[src/rtl/epwm_defs.svh]
// Register map, reset values and sizes of the eight channel PWM timer.
// Assumes a byte wide register port with a six bit address.
`ifndef EPWM_DEFS_SVH
`define EPWM_DEFS_SVH

`define EPWM_NCH 8
`define EPWM_NPAIR 4

// Control page, one register each
`define EPWM_A_ENABLE 6'h00
`define EPWM_A_POL 6'h01
`define EPWM_A_CTR 6'h02
`define EPWM_A_CAT 6'h03
`define EPWM_A_PCM 6'h04

// Register pages, selected by address bits 5:3; the CNT, PER and DUTY pages take the channel in bits 2:0
`define EPWM_PG_CTL 3'h0
`define EPWM_PG_CNT 3'h1
`define EPWM_PG_PER 3'h2
`define EPWM_PG_DUTY 3'h3

`define EPWM_RST_BYTE 8'h00
`define EPWM_RST_CAT 4'h0
`define EPWM_RST_PER 8'hff
`define EPWM_RST_DUTY 8'h00

`endif

[src/rtl/epwm_pkg.sv]
// Types shared by the PWM timer top and its channel engine.
// Assumes nothing of its surroundings.
package epwm_pkg;
    typedef logic [7:0] epwm_byte_t;
    typedef logic [15:0] epwm_word_t;
    typedef logic [5:0] epwm_addr_t;
    typedef enum logic {
        EPWM_UP = 1'b0,
        EPWM_DOWN = 1'b1
    } epwm_dir_t;
endpackage : epwm_pkg

[src/rtl/epwm_top.sv]
// Eight channel PWM timer with register port and pair joining.
// Assumes a master on clk_i that issues one cycle read or write
// strobes; read data is valid only in the cycle after the strobe.
//
// Functional notes
// RULE_01: eight 8-bit channels, own counter, period, duty
// RULE_02: duty selectable from always off to on
// RULE_03: pulse density mode besides normal modulation
// RULE_04: programmable output polarity per channel
// RULE_05: left aligned wrap or center aligned up-down
// RULE_06: adjacent pairs join into 16-bit channels
// RULE_07: joining chosen per pair, any mix
// RULE_08: new period and duty apply next period
//
// The strobed register port and the register offsets were left to the implementer.
`timescale 1ns/1ps
`include "epwm_defs.svh"

module epwm_top (
    input wire logic clk_i,
    input wire logic rst_i,
    input wire epwm_pkg::epwm_addr_t addr_i,
    input wire epwm_pkg::epwm_byte_t wdata_i,
    input wire logic we_i,
    input wire logic re_i,
    output epwm_pkg::epwm_byte_t rdata_o,
    output wire logic [7:0] pwm_o
);
    import epwm_pkg::*;

    epwm_byte_t en_ff, nxt_en;
    epwm_byte_t pol_ff, nxt_pol;
    epwm_byte_t ctr_ff, nxt_ctr;
    epwm_byte_t pcm_ff, nxt_pcm;
    logic [3:0] cat_ff, nxt_cat;
    epwm_byte_t per_ff [`EPWM_NCH];
    epwm_byte_t nxt_per [`EPWM_NCH];
    epwm_byte_t duty_ff [`EPWM_NCH];
    epwm_byte_t nxt_duty [`EPWM_NCH];
    epwm_byte_t rdata_ff, nxt_rdata;
    epwm_word_t cnt_w [`EPWM_NCH];
    epwm_byte_t rd_cnt [`EPWM_NCH];

    assign rdata_o = rdata_ff;

    ////////////////////////////////////////////////////////////////////////
    // Register writes and read mux
    always_comb begin
        nxt_en = en_ff;
        nxt_pol = pol_ff;
        nxt_ctr = ctr_ff;
        nxt_pcm = pcm_ff;
        nxt_cat = cat_ff;
        nxt_per = per_ff;
        nxt_duty = duty_ff;
        nxt_rdata = 8'h00;
        if (we_i) begin
            case (addr_i[5:3])
                `EPWM_PG_CTL: begin
                    case (addr_i)
                        `EPWM_A_ENABLE: begin
                            nxt_en = wdata_i;
                        end
                        `EPWM_A_POL: begin
                            nxt_pol = wdata_i; // see RULE_04
                        end
                        `EPWM_A_CTR: begin
                            nxt_ctr = wdata_i; // see RULE_05
                        end
                        `EPWM_A_CAT: begin
                            nxt_cat = wdata_i[3:0]; // see RULE_07
                        end
                        `EPWM_A_PCM: begin
                            nxt_pcm = wdata_i; // see RULE_03
                        end
                        default: begin
                        end
                    endcase
                end
                `EPWM_PG_PER: begin
                    nxt_per[addr_i[2:0]] = wdata_i; // see RULE_01
                end
                `EPWM_PG_DUTY: begin
                    nxt_duty[addr_i[2:0]] = wdata_i; // see RULE_02
                end
                default: begin
                end
            endcase
        end
        if (re_i) begin
            case (addr_i[5:3])
                `EPWM_PG_CTL: begin
                    case (addr_i)
                        `EPWM_A_ENABLE: begin
                            nxt_rdata = en_ff;
                        end
                        `EPWM_A_POL: begin
                            nxt_rdata = pol_ff;
                        end
                        `EPWM_A_CTR: begin
                            nxt_rdata = ctr_ff;
                        end
                        `EPWM_A_CAT: begin
                            nxt_rdata = {4'h0, cat_ff};
                        end
                        `EPWM_A_PCM: begin
                            nxt_rdata = pcm_ff;
                        end
                        default: begin
                            nxt_rdata = 8'h00;
                        end
                    endcase
                end
                `EPWM_PG_CNT: begin
                    nxt_rdata = rd_cnt[addr_i[2:0]];
                end
                `EPWM_PG_PER: begin
                    nxt_rdata = per_ff[addr_i[2:0]];
                end
                `EPWM_PG_DUTY: begin
                    nxt_rdata = duty_ff[addr_i[2:0]];
                end
                default: begin
                    nxt_rdata = 8'h00;
                end
            endcase
        end
    end

    always_ff @(posedge clk_i) begin
        if (rst_i) begin
            en_ff <= `EPWM_RST_BYTE;
            pol_ff <= `EPWM_RST_BYTE;
            ctr_ff <= `EPWM_RST_BYTE;
            pcm_ff <= `EPWM_RST_BYTE;
            cat_ff <= `EPWM_RST_CAT;
            per_ff <= '{default: `EPWM_RST_PER};
            duty_ff <= '{default: `EPWM_RST_DUTY};
            rdata_ff <= 8'h00;
        end else begin
            en_ff <= nxt_en;
            pol_ff <= nxt_pol;
            ctr_ff <= nxt_ctr;
            pcm_ff <= nxt_pcm;
            cat_ff <= nxt_cat;
            per_ff <= nxt_per;
            duty_ff <= nxt_duty;
            rdata_ff <= nxt_rdata;
        end
    end

    ////////////////////////////////////////////////////////////////////////
    // Channel engines; a joined pair runs on the odd engine and the
    // even engine is held off, so its pin idles at the inactive level
    for (genvar i = 0; i < `EPWM_NCH; i++) begin : g_ch
        epwm_word_t per_w;
        epwm_word_t duty_w;
        logic en_w;

        if (i % 2 == 1) begin : g_hi
            assign per_w = cat_ff[i / 2] ? // see RULE_06
                {per_ff[i], per_ff[i - 1]} : {8'h00, per_ff[i]};
            assign duty_w = cat_ff[i / 2] ?
                {duty_ff[i], duty_ff[i - 1]} : {8'h00, duty_ff[i]};
            assign en_w = en_ff[i];
            assign rd_cnt[i] = cat_ff[i / 2] ?
                cnt_w[i][15:8] : cnt_w[i][7:0];
        end else begin : g_lo
            assign per_w = {8'h00, per_ff[i]};
            assign duty_w = {8'h00, duty_ff[i]};
            assign en_w = en_ff[i] && !cat_ff[i / 2]; // see RULE_06
            assign rd_cnt[i] = cat_ff[i / 2] ?
                cnt_w[i + 1][7:0] : cnt_w[i][7:0];

            property p_pair_idle;
                @(posedge clk_i) disable iff (rst_i)
                $past(cat_ff[i / 2]) |-> pwm_o[i] == !$past(pol_ff[i]);
            endproperty
            a_pair_idle: assert property (p_pair_idle) // see RULE_06
                else $error("joined pair low pin not idle");
        end

        epwm_chan u_chan (
            .clk_i(clk_i),
            .rst_i(rst_i),
            .en_i(en_w),
            .pol_i(pol_ff[i]),
            .ctr_i(ctr_ff[i]),
            .pcm_i(pcm_ff[i]),
            .per_i(per_w),
            .duty_i(duty_w),
            .cnt_o(cnt_w[i]),
            .pwm_o(pwm_o[i])
        );
    end

    ////////////////////////////////////////////////////////////////////////
    property p_cat_hold;
        @(posedge clk_i) disable iff (rst_i)
        !(we_i && addr_i == `EPWM_A_CAT) |=> $stable(cat_ff);
    endproperty
    a_cat_hold: assert property (p_cat_hold) // see RULE_07
        else $error("pair joining changed without a write");

    ////////////////////////////////////////////////////////////////////////
    // Register port: read data stands one cycle, writes land next edge
    property p_rdata_idle;
        @(posedge clk_i) disable iff (rst_i)
        !re_i |=> rdata_o == 8'h00;
    endproperty
    a_rdata_idle: assert property (p_rdata_idle) // see RULE_01
        else $error("read data stood without a read strobe");

    property p_per_write;
        @(posedge clk_i) disable iff (rst_i)
        we_i && addr_i[5:3] == `EPWM_PG_PER |=>
        per_ff[$past(addr_i[2:0])] == $past(wdata_i);
    endproperty
    a_per_write: assert property (p_per_write) // see RULE_01
        else $error("period register did not take the write");

    c_mixed: cover property (@(posedge clk_i) disable iff (rst_i)
        cat_ff == 4'h5 && en_ff == 8'hff);
    c_all_wide: cover property (@(posedge clk_i) disable iff (rst_i)
        cat_ff == 4'hf && en_ff == 8'haa);

endmodule : epwm_top

[src/rtl/epwm_chan.sv]
// One 16 bit PWM channel engine: counter, shadowed period and duty,
// left, center and pulse density modes, programmable polarity.
// Assumes all inputs are synchronous to clk_i.
`timescale 1ns/1ps

module epwm_chan (
    input wire logic clk_i,
    input wire logic rst_i,
    input wire logic en_i,
    input wire logic pol_i,
    input wire logic ctr_i,
    input wire logic pcm_i,
    input wire epwm_pkg::epwm_word_t per_i,
    input wire epwm_pkg::epwm_word_t duty_i,
    output epwm_pkg::epwm_word_t cnt_o,
    output logic pwm_o
);
    import epwm_pkg::*;

    epwm_word_t cnt_ff, nxt_cnt;
    epwm_word_t acc_ff, nxt_acc;
    epwm_word_t per_sh_ff, nxt_per_sh;
    epwm_word_t duty_sh_ff, nxt_duty_sh;
    epwm_dir_t dir_ff, nxt_dir;
    logic out_ff, nxt_out;
    logic wrap;
    logic act;
    logic [16:0] sum;

    assign cnt_o = cnt_ff;
    assign pwm_o = out_ff;

    ////////////////////////////////////////////////////////////////////////
    always_comb begin
        nxt_cnt = cnt_ff;
        nxt_acc = 16'h0000;
        nxt_per_sh = per_sh_ff;
        nxt_duty_sh = duty_sh_ff;
        nxt_dir = dir_ff;
        act = 1'b0;
        sum = 17'h00000;
        if (ctr_i && !pcm_i) begin
            wrap = (per_sh_ff == 16'h0000) ||
                   (dir_ff == EPWM_DOWN && cnt_ff == 16'h0000);
        end else begin
            wrap = (per_sh_ff == 16'h0000) ||
                   (cnt_ff >= per_sh_ff - 16'h0001);
        end
        if (!en_i) begin
            nxt_cnt = 16'h0000;
            nxt_dir = EPWM_UP;
            nxt_per_sh = per_i;
            nxt_duty_sh = duty_i;
        end else begin
            if (wrap) begin // see RULE_08
                nxt_per_sh = per_i;
                nxt_duty_sh = duty_i;
            end
            if (ctr_i && !pcm_i) begin // see RULE_05
                if (per_sh_ff == 16'h0000) begin
                    nxt_cnt = 16'h0000;
                    nxt_dir = EPWM_UP;
                end else if (dir_ff == EPWM_UP) begin
                    if (cnt_ff >= per_sh_ff) begin
                        nxt_dir = EPWM_DOWN;
                        nxt_cnt = cnt_ff - 16'h0001;
                    end else begin
                        nxt_cnt = cnt_ff + 16'h0001;
                    end
                end else if (cnt_ff == 16'h0000) begin
                    nxt_dir = EPWM_UP;
                    nxt_cnt = 16'h0001;
                end else begin
                    nxt_cnt = cnt_ff - 16'h0001;
                end
            end else begin // see RULE_01
                nxt_dir = EPWM_UP;
                nxt_cnt = wrap ? 16'h0000 : cnt_ff + 16'h0001;
            end
            if (pcm_i) begin // see RULE_03
                // Density of active cycles is duty over period
                if (duty_sh_ff >= per_sh_ff) begin
                    act = (duty_sh_ff != 16'h0000);
                end else begin
                    sum = {1'b0, acc_ff} + {1'b0, duty_sh_ff};
                    if (sum >= {1'b0, per_sh_ff}) begin
                        act = 1'b1;
                        nxt_acc = sum[15:0] - per_sh_ff;
                    end else begin
                        nxt_acc = sum[15:0];
                    end
                end
            end else begin
                act = (cnt_ff < duty_sh_ff); // see RULE_02
            end
        end
        nxt_out = pol_i ? act : !act; // see RULE_04
    end

    always_ff @(posedge clk_i) begin
        if (rst_i) begin
            cnt_ff <= 16'h0000;
            acc_ff <= 16'h0000;
            per_sh_ff <= 16'h0000;
            duty_sh_ff <= 16'h0000;
            dir_ff <= EPWM_UP;
            out_ff <= 1'b0;
        end else begin
            cnt_ff <= nxt_cnt;
            acc_ff <= nxt_acc;
            per_sh_ff <= nxt_per_sh;
            duty_sh_ff <= nxt_duty_sh;
            dir_ff <= nxt_dir;
            out_ff <= nxt_out;
        end
    end

    ////////////////////////////////////////////////////////////////////////
    property p_left_wrap;
        @(posedge clk_i) disable iff (rst_i)
        en_i && !ctr_i && per_sh_ff != 16'h0000 &&
        cnt_ff == per_sh_ff - 16'h0001 |=> cnt_ff == 16'h0000;
    endproperty
    a_left_wrap: assert property (p_left_wrap) // see RULE_01
        else $error("left counter did not wrap at period");

    property p_zero_duty;
        @(posedge clk_i) disable iff (rst_i)
        en_i && !pcm_i && duty_sh_ff == 16'h0000 |=>
        pwm_o == !$past(pol_i);
    endproperty
    a_zero_duty: assert property (p_zero_duty) // see RULE_02
        else $error("zero duty output not inactive");

    property p_pcm_acc;
        @(posedge clk_i) disable iff (rst_i)
        en_i && pcm_i && !wrap && acc_ff < per_sh_ff |=>
        acc_ff < per_sh_ff;
    endproperty
    a_pcm_acc: assert property (p_pcm_acc) // see RULE_03
        else $error("density accumulator exceeded period");

    property p_full_duty;
        @(posedge clk_i) disable iff (rst_i)
        en_i && !pcm_i && !ctr_i && per_sh_ff != 16'h0000 &&
        duty_sh_ff >= per_sh_ff |=> pwm_o == $past(pol_i);
    endproperty
    a_full_duty: assert property (p_full_duty) // see RULE_04
        else $error("full duty output not at active level");

    property p_ctr_turn;
        @(posedge clk_i) disable iff (rst_i)
        en_i && ctr_i && !pcm_i && dir_ff == EPWM_UP &&
        per_sh_ff != 16'h0000 && cnt_ff == per_sh_ff |=>
        dir_ff == EPWM_DOWN && cnt_ff == $past(cnt_ff) - 16'h0001;
    endproperty
    a_ctr_turn: assert property (p_ctr_turn) // see RULE_05
        else $error("center counter did not turn at period");

    property p_shadow_hold;
        @(posedge clk_i) disable iff (rst_i)
        en_i && !wrap |=> $stable(per_sh_ff) && $stable(duty_sh_ff);
    endproperty
    a_shadow_hold: assert property (p_shadow_hold) // see RULE_08
        else $error("shadow changed inside a period");

    c_center_down: cover property (@(posedge clk_i) disable iff (rst_i)
        en_i && ctr_i && dir_ff == EPWM_DOWN);
    c_pcm_pulse: cover property (@(posedge clk_i) disable iff (rst_i)
        en_i && pcm_i && act && duty_sh_ff < per_sh_ff);

endmodule : epwm_chan

[config.mk]
export PLATFORM = sky130hd
export DESIGN_NAME = epwm_top
export DESIGN_NICKNAME = d
export VERILOG_FILES = /design/src/rtl/epwm_pkg.sv /design/src/rtl/epwm_top.sv /design/src/rtl/epwm_chan.sv
export VERILOG_INCLUDE_DIRS = /design/src /design/src/rtl
export SDC_FILE = /design/constraint.sdc
export NUM_CORES = 2
export LEC_CHECK = 0
export BUFFER_PORTS_ARGS = -buffer_cell sky130_fd_sc_hd__buf_2
export CAP_MARGIN = 20
export CORE_AREA = 2 2 391 393
export DETAILED_ROUTE_END_ITERATION = 16
export DIE_AREA = 0 0 393 395
export GPL_TIMING_DRIVEN = 0
export SYNTH_ARGS = -nofsm -noshare
export SYNTH_HDL_FRONTEND = slang
export SYNTH_HIERARCHICAL = 1
export SYNTH_SLANG_ARGS = --single-unit
[constraint.sdc]
create_clock -name clk_i -period 4.5 [get_ports clk_i]
set_input_delay 0.675 -clock clk_i [delete_from_list [all_inputs] [get_ports clk_i]]
set_output_delay 0.675 -clock clk_i [all_outputs]
set_load 0.1 [all_outputs]
* Yosys cells after proc, flatten, opt, wreduce, memory -nomap -nowiden *
Cells that the tools add are included.

cells by class
  shift-type cells = 0
  multiply operators = 0
  reductions and logical operators = 115
  bitwise gates (word level) = 26
  multiplexer cells = 191
  $lt $le $gt $ge = 42
  add/subtract/negate cells = 40
  div/mod/pow operators = 0
  equal/unequal tests = 15

operators by type and width
  kind                                                 count
  two-way mux 16 bit                                   80
  >= comparator 16 bit                                 16
  zero test 16 bit                                     16
  two-way mux 8 bit                                    31
  subtractor 16 x 1 -> 16 bit (second input constant)  12
  adder 16 x 1 -> 16 bit (second input constant)       8
  bitwise mux 64 bit                                   2
  nonzero test 16 bit                                  8
  binary-select mux 8 bit (select 3 bit)               3
  two-way mux 1 bit                                    72
  adder 16 x 16 -> 17 bit                              4
  adder 16 x 8 -> 17 bit                               4
  >= comparator 17 x 16 -> 1 bit                       4
  >= comparator 17 x 8 -> 1 bit                        4
  >= comparator 16 x 8 -> 1 bit                        4
  less-than comparator 16 bit                          4
  less-than comparator 16 x 8 -> 1 bit                 4
  OR reduction 4 bit                                   16
  subtractor 16 bit                                    4
  subtractor 16 x 8 -> 16 bit                          4
  case mux 8 bit (5 select lines)                      1
  subtractor 8 x 1 -> 9 bit (second input constant)    4
  >= comparator 8 bit                                  4
  case mux 8 bit (4 select lines)                      1
  20 further kinds                                     119

word-level totals
  memories = 0
  memory bits (writable) = 0
  logic and storage cells = 499
  bits in read-only memories = 0
  bits in latches = 0
  bits in registers = 636

* Logic depth before layout (Yosys ltp) *
  word-level depth = 8
  gate-level depth with buffers = 21

* By module *
Netlist, hierarchy kept.

modules (own cells, without submodules)
  module                          cells an instance  area an instance (µm²)  instances  seq. area each (µm²)
  epwm_chan (g_ch[1].u_chan ...)  789                6197.2                  4          1321.3
  epwm_top                        1102               10144.7                 1          3443.3
  epwm_chan (g_ch[2].u_chan)      855                6622.6                  1          1321.3
  epwm_chan (g_ch[0].u_chan)      806                6313.6                  1          1321.3
  epwm_chan (g_ch[7].u_chan)      749                6170.9                  1          1321.3
  epwm_chan (g_ch[3].u_chan)      767                6119.6                  1          1321.3

* Worst setup path after synthesis *
Ideal clock, no wire load.

  kind = register -> register
  start = register g_ch[1].u_chan.duty_sh_ff[0]
  end = register g_ch[1].u_chan.out_ff
  path buffers = 0
  arrival = 4.019 ns
  setup time = 0.134 ns
  required time = 4.366 ns
  slack = 0.347 ns
  stages on the path, launching flop included = 18
  cell sequence = dfxtp_1 > ha_1 > fa_1 > a211oi_1 > o21bai_1 > o41ai_2 > a21boi_1 > mux2i_1 > a211o_1 > ha_1 > nand2_1 > nor3_1 > a211o_1 > a41oi_2 > a2bb2oi_2 > nand2_4 > and3b_1 > or4_1

between the ends
  cells in the longest elaborated chain, start to end = 8
  elaborated cells between the ends (all ways) = 11
  those cells by class = add/sub (1); order compare (3); mux (5); reduce/logical (2)

RTL lines
  element                         RTL line          source
  start: declaration              epwm_chan.sv:23   epwm_word_t duty_sh_ff, nxt_duty_sh;
  start signal: assignment        epwm_chan.sv:112  duty_sh_ff <= nxt_duty_sh;
  adder 16 x 16 -> 17 bit         epwm_chan.sv:85   sum = {1'b0, acc_ff} + {1'b0, duty_sh_ff};
  >= comparator 17 x 16 -> 1 bit  epwm_chan.sv:86   if (sum >= {1'b0, per_sh_ff}) begin
  two-way mux 1 bit               epwm_chan.sv:86
  two-way mux 1 bit               epwm_chan.sv:82   if (duty_sh_ff >= per_sh_ff) begin
  two-way mux 1 bit (*)           epwm_chan.sv:80   if (pcm_i) begin
  two-way mux 1 bit (*)           epwm_chan.sv:49   if (!en_i) begin
  zero test 1 bit                 epwm_chan.sv:97   nxt_out = pol_i ? act : !act;
  two-way mux 1 bit (*)           epwm_chan.sv:97
  end signal: assignment          epwm_chan.sv:114  out_ff <= nxt_out;
  end: declaration                epwm_chan.sv:25   logic out_ff, nxt_out;

Every way passes the cells marked *; elsewhere a longest branch is shown, timed or not.
A chain may end at the register's enable or synchronous reset.

* Final worst setup path *
Same ends and word-level chain as after synthesis.

==> flow_summary.ini <==
[global_route]
grt_usage_pct = 25.20
antenna_found_initial = 11
grt_pass1_wl_um = 312200
grt_max_degree = 14
grt_overflow = 0
grt_pass1_vias = 54390

[run_status]
status = completed

[sta]
tightest_slew_ns = 1.014
setup_viol = 0
fin_skew_ns = 0.04395
relSlewSlack_pct = 32.37
report.final.slew_viol_count = 0
rsz0062_at_grt = true
fin_crit_ns = 4.365
timing.final.crit_share_pct = 96.99
clock.fmax_mhz = 229.1
fin_setup_tns_ns = 0
finalHoldViolations = 0

[floorplan]
dieArea_sq_um = 155200
pin_count = 34
die_x_um = 393
start_util_pct = 39.79
die_y_um = 395
core_sq_um = 151200
row_count = 143

[worst_setup_path]
cp-start-kind = flip-flop
path_cells = ha_4 -> fa_2 -> a211oi_2 -> o21bai_2 -> o41ai_2 -> buf_4 -> a21boi_4 -> mux2i_1 -> a211o_1 -> ha_4 -> a21o_1 -> a211o_1 -> a41oi_4 -> a2bb2oi_4 -> nand2_4 -> nor4bb_4 -> or4_4
endpoint_kind = flip-flop
critPathBufInv = 1
cpMaxStageDelayCell = or4_4
critical_path.max_stage_delay_ns = 0.55
arrival_ns = 4.92
crit_family = compound AO/OA/AOI/OAI gates
required_ns = 5.06
cp_max_fo = 5
setup.worst_path.class = reg -> reg

[yosys]
syn_area_per_cell_sq_um = 8.091
synth_area_leaders = dfxtp_1 23%, ha_1 16%, a21oi_1 5.8%
synth_edf_count = 0
yosysMostFrequentCell = nand2_1
synthXorXnorAreaFrac_pct = 5.707
ys_ff_latch = 700
synth_compound_area_share_pct = 19.76
synth_async_sr_flop_share_pct = 0
muxShareOfSynthArea_pct = 7.231
yosysWarnings = 6
synth-adder-area-share_pct = 16.84
synth_top_area_share_pct = 23.29
synth_ff_type = dfxtp_1
seq_area_frac_synth_pct = 23.29
syn-cell-area_sq_um = 60160
synthSimpleGateAreaFrac_pct = 22.05
synth_top_family_by_area = simple AND/OR/NAND/NOR gates
yosys.area.top_type = dfxtp_1
synth_cell_types = 122
synth_top_cells_by_count = 820 x nand2_1, 784 x ha_1, 700 x dfxtp_1
syn_inst = 7435

[cells_and_area]
drive_gt1_share_pct = 10.20
syn2layout_area_growth_pct = 11.79
instances_no_fill = 9777
fill_cells = 14950
final_nets = 8484

[placement]
portBuffers = 22
dpl.hpwl_um = 154700
dp_cells = 9551
gp_congestion = 0.9813

[clock_network]
htreeDepth = 3
ctsLongestPathBuffers = 3
numClockSinks = 700
cts_buffers = 89
path_clk_slew_ns = 0.06
clk_latency_ns = 0.72
cts_tree = built
cts_hold_buf = 0
root_buffer = clkbuf_16

[power_and_ir_drop]
power_frac_seq_pct = 41.4
internal_power_mw = 11.14
pwr-share-comb_pct = 11.3
clkPwrFrac_pct = 47.3
p_leak_nw = 29.34
irDropWorstVdd_v = 0.0002658
power.density_nw_per_um2 = 230.4
power.net_switching_mw = 4.359
switching_share_pct = 28.13

[route]
ant_nets = 0
drtIter0Drc = 4587
drtPass1Iterations = 6
drc_errors = 0
wl_per_cell_um = 20.76
vias = 57130
routed_wl_um = 203000
via_per_inst = 5.843

[min_path]
hp-class = in -> reg

[job]
cap_violations = 0
==> worst min-delay path, delay by kind of cell <==
family / cells / cell delay [ns]
buffers and inverters: 1 / 0.17
AND/OR/NAND/NOR: 1 / 0.08
AO/OA/AOI/OAI: 1 / 0.06
==> stage by stage <==
stage                     area (sq um)  total power [mW]  setup slack [ns]  util, %  hold WS [ns]
after floorplan                  60400             7.714            0.3467        -        0.4319
after global placement           63050             8.139           -0.4984    41.70        0.4418
after detailed placement         63050             8.172           -0.4944    41.71        0.4461
after CTS                        66530             15.58         0.0007647    44.01        0.2693
after global routing             67230             16.05          -0.03913    44.47        0.3107
final                            67250             15.50            0.1354    44.48        0.3122
==> cell type report <==
type                       instances  area [sq um]  area share (%)
antenna                            9         22.52         0.03349
buffer                           307          1658           2.465
clock buffer                     118          2477           3.684
clock inverter                    45         480.5          0.7144
inverter                         379          1423           2.115
multi-input combinational       6110         44080           65.54
sequential                       700         14040           20.87
tap                             2030          2540           3.777
timing repair buffer              79         535.5          0.7963
==> per-layer routing <==
metal / wire [um] / global-route usage, % / vias up
li1: - / - / 27380
met1: 90360 / 33.99 / 27360
met2: 90550 / 40.28 / 1955
met3: 14380 / 4.177 / 436
met4: 7637 / 9.004 / 4
met5: 21 / 0 / -
==> registers in the layout, summed over array words and instances, names as in the netlist, 8 cells and up <==
register / count
g_ch.u_chan/acc_ff: 128
g_ch.u_chan/cnt_o: 128
g_ch.u_chan/duty_sh_ff: 128
g_ch.u_chan/per_sh_ff: 128
duty_ff: 64
g_ch.per_w: 32
per_ff: 32
ctr_ff: 8
en_ff: 8
g_ch.u_chan/dir_ff: 8
g_ch.u_chan/pwm_o: 8
pcm_ff: 8
pol_ff: 8
rdata_o: 8
==> cells in the final DEF, fill, tap and decap left out, types with 86 or more instances in the layout <==
cell type | Yosys | final
clkbuf_1 | 134 | 148
ha_1 | 784 | 767
nand4_1 | 117 | 117
xnor2_1 | 298 | 296
nand2_1 | 820 | 815
buf_2 | 108 | 130
nor2_1 | 592 | 590
a211oi_1 | 104 | 97
clkbuf_16 | 0 | 90
xor2_1 | 94 | 92
dfxtp_1 | 700 | 683
nand3_1 | 265 | 262
a21oi_1 | 695 | 684
a21o_1 | 140 | 140
inv_1 | 377 | 377
o21ai_0 | 222 | 214
nor3_1 | 143 | 134
mux2i_1 | 306 | 305
nor2b_1 | 86 | 86
and2_1 | 94 | 94
==> kinds of logic after synthesis <==
| group | Yosys count |
|---|---|
| xor+xnor | 392 |
| fa+ha+maj | 800 |
| simple gates | 2649 |
| mux | 398 |
| other cells | 1 |
| compound gates | 1807 |
| flops | 700 |
| buf+inv | 688 |
==> worst paths after layout <==
path                            depth (start not counted)                           to                    startpoint  slack [ns]
worst max-delay path                                   17         g_ch[1].u_chan/pwm_o  g_ch[1].u_chan/duty_sh_ff[0]        0.14
worst min-delay path                                    3                  duty_ff[55]                    wdata_i[7]        0.31
worst max register to register                         17         g_ch[1].u_chan/pwm_o  g_ch[1].u_chan/duty_sh_ff[0]        0.14
worst min register to register                          2  g_ch[4].u_chan/per_sh_ff[6]   g_ch[4].u_chan/per_sh_ff[6]        0.45
==> power groups by stage <==
stage          clock, mW  combinational [mW]  sequential (mW)
6_report            7.34                1.74             6.41
5_1_grt             7.72                1.91             6.42
4_1_cts             7.49                1.68             6.41
3_5_place_dp           0                1.63             6.55
3_3_place_gp           0                1.60             6.54
2_1_floorplan          0                1.18             6.53
==> repair_timing <==
item | CTS | global route
buffers inserted | 24 | 31
resized for setup | 72 | 105
gates cloned | 0 | 0
pin swaps | 21 | 54
endpoints found under the setup margin | 98 | 170
hold endpoints to repair | 0 | 0
(Power assumes the default switching activity.)
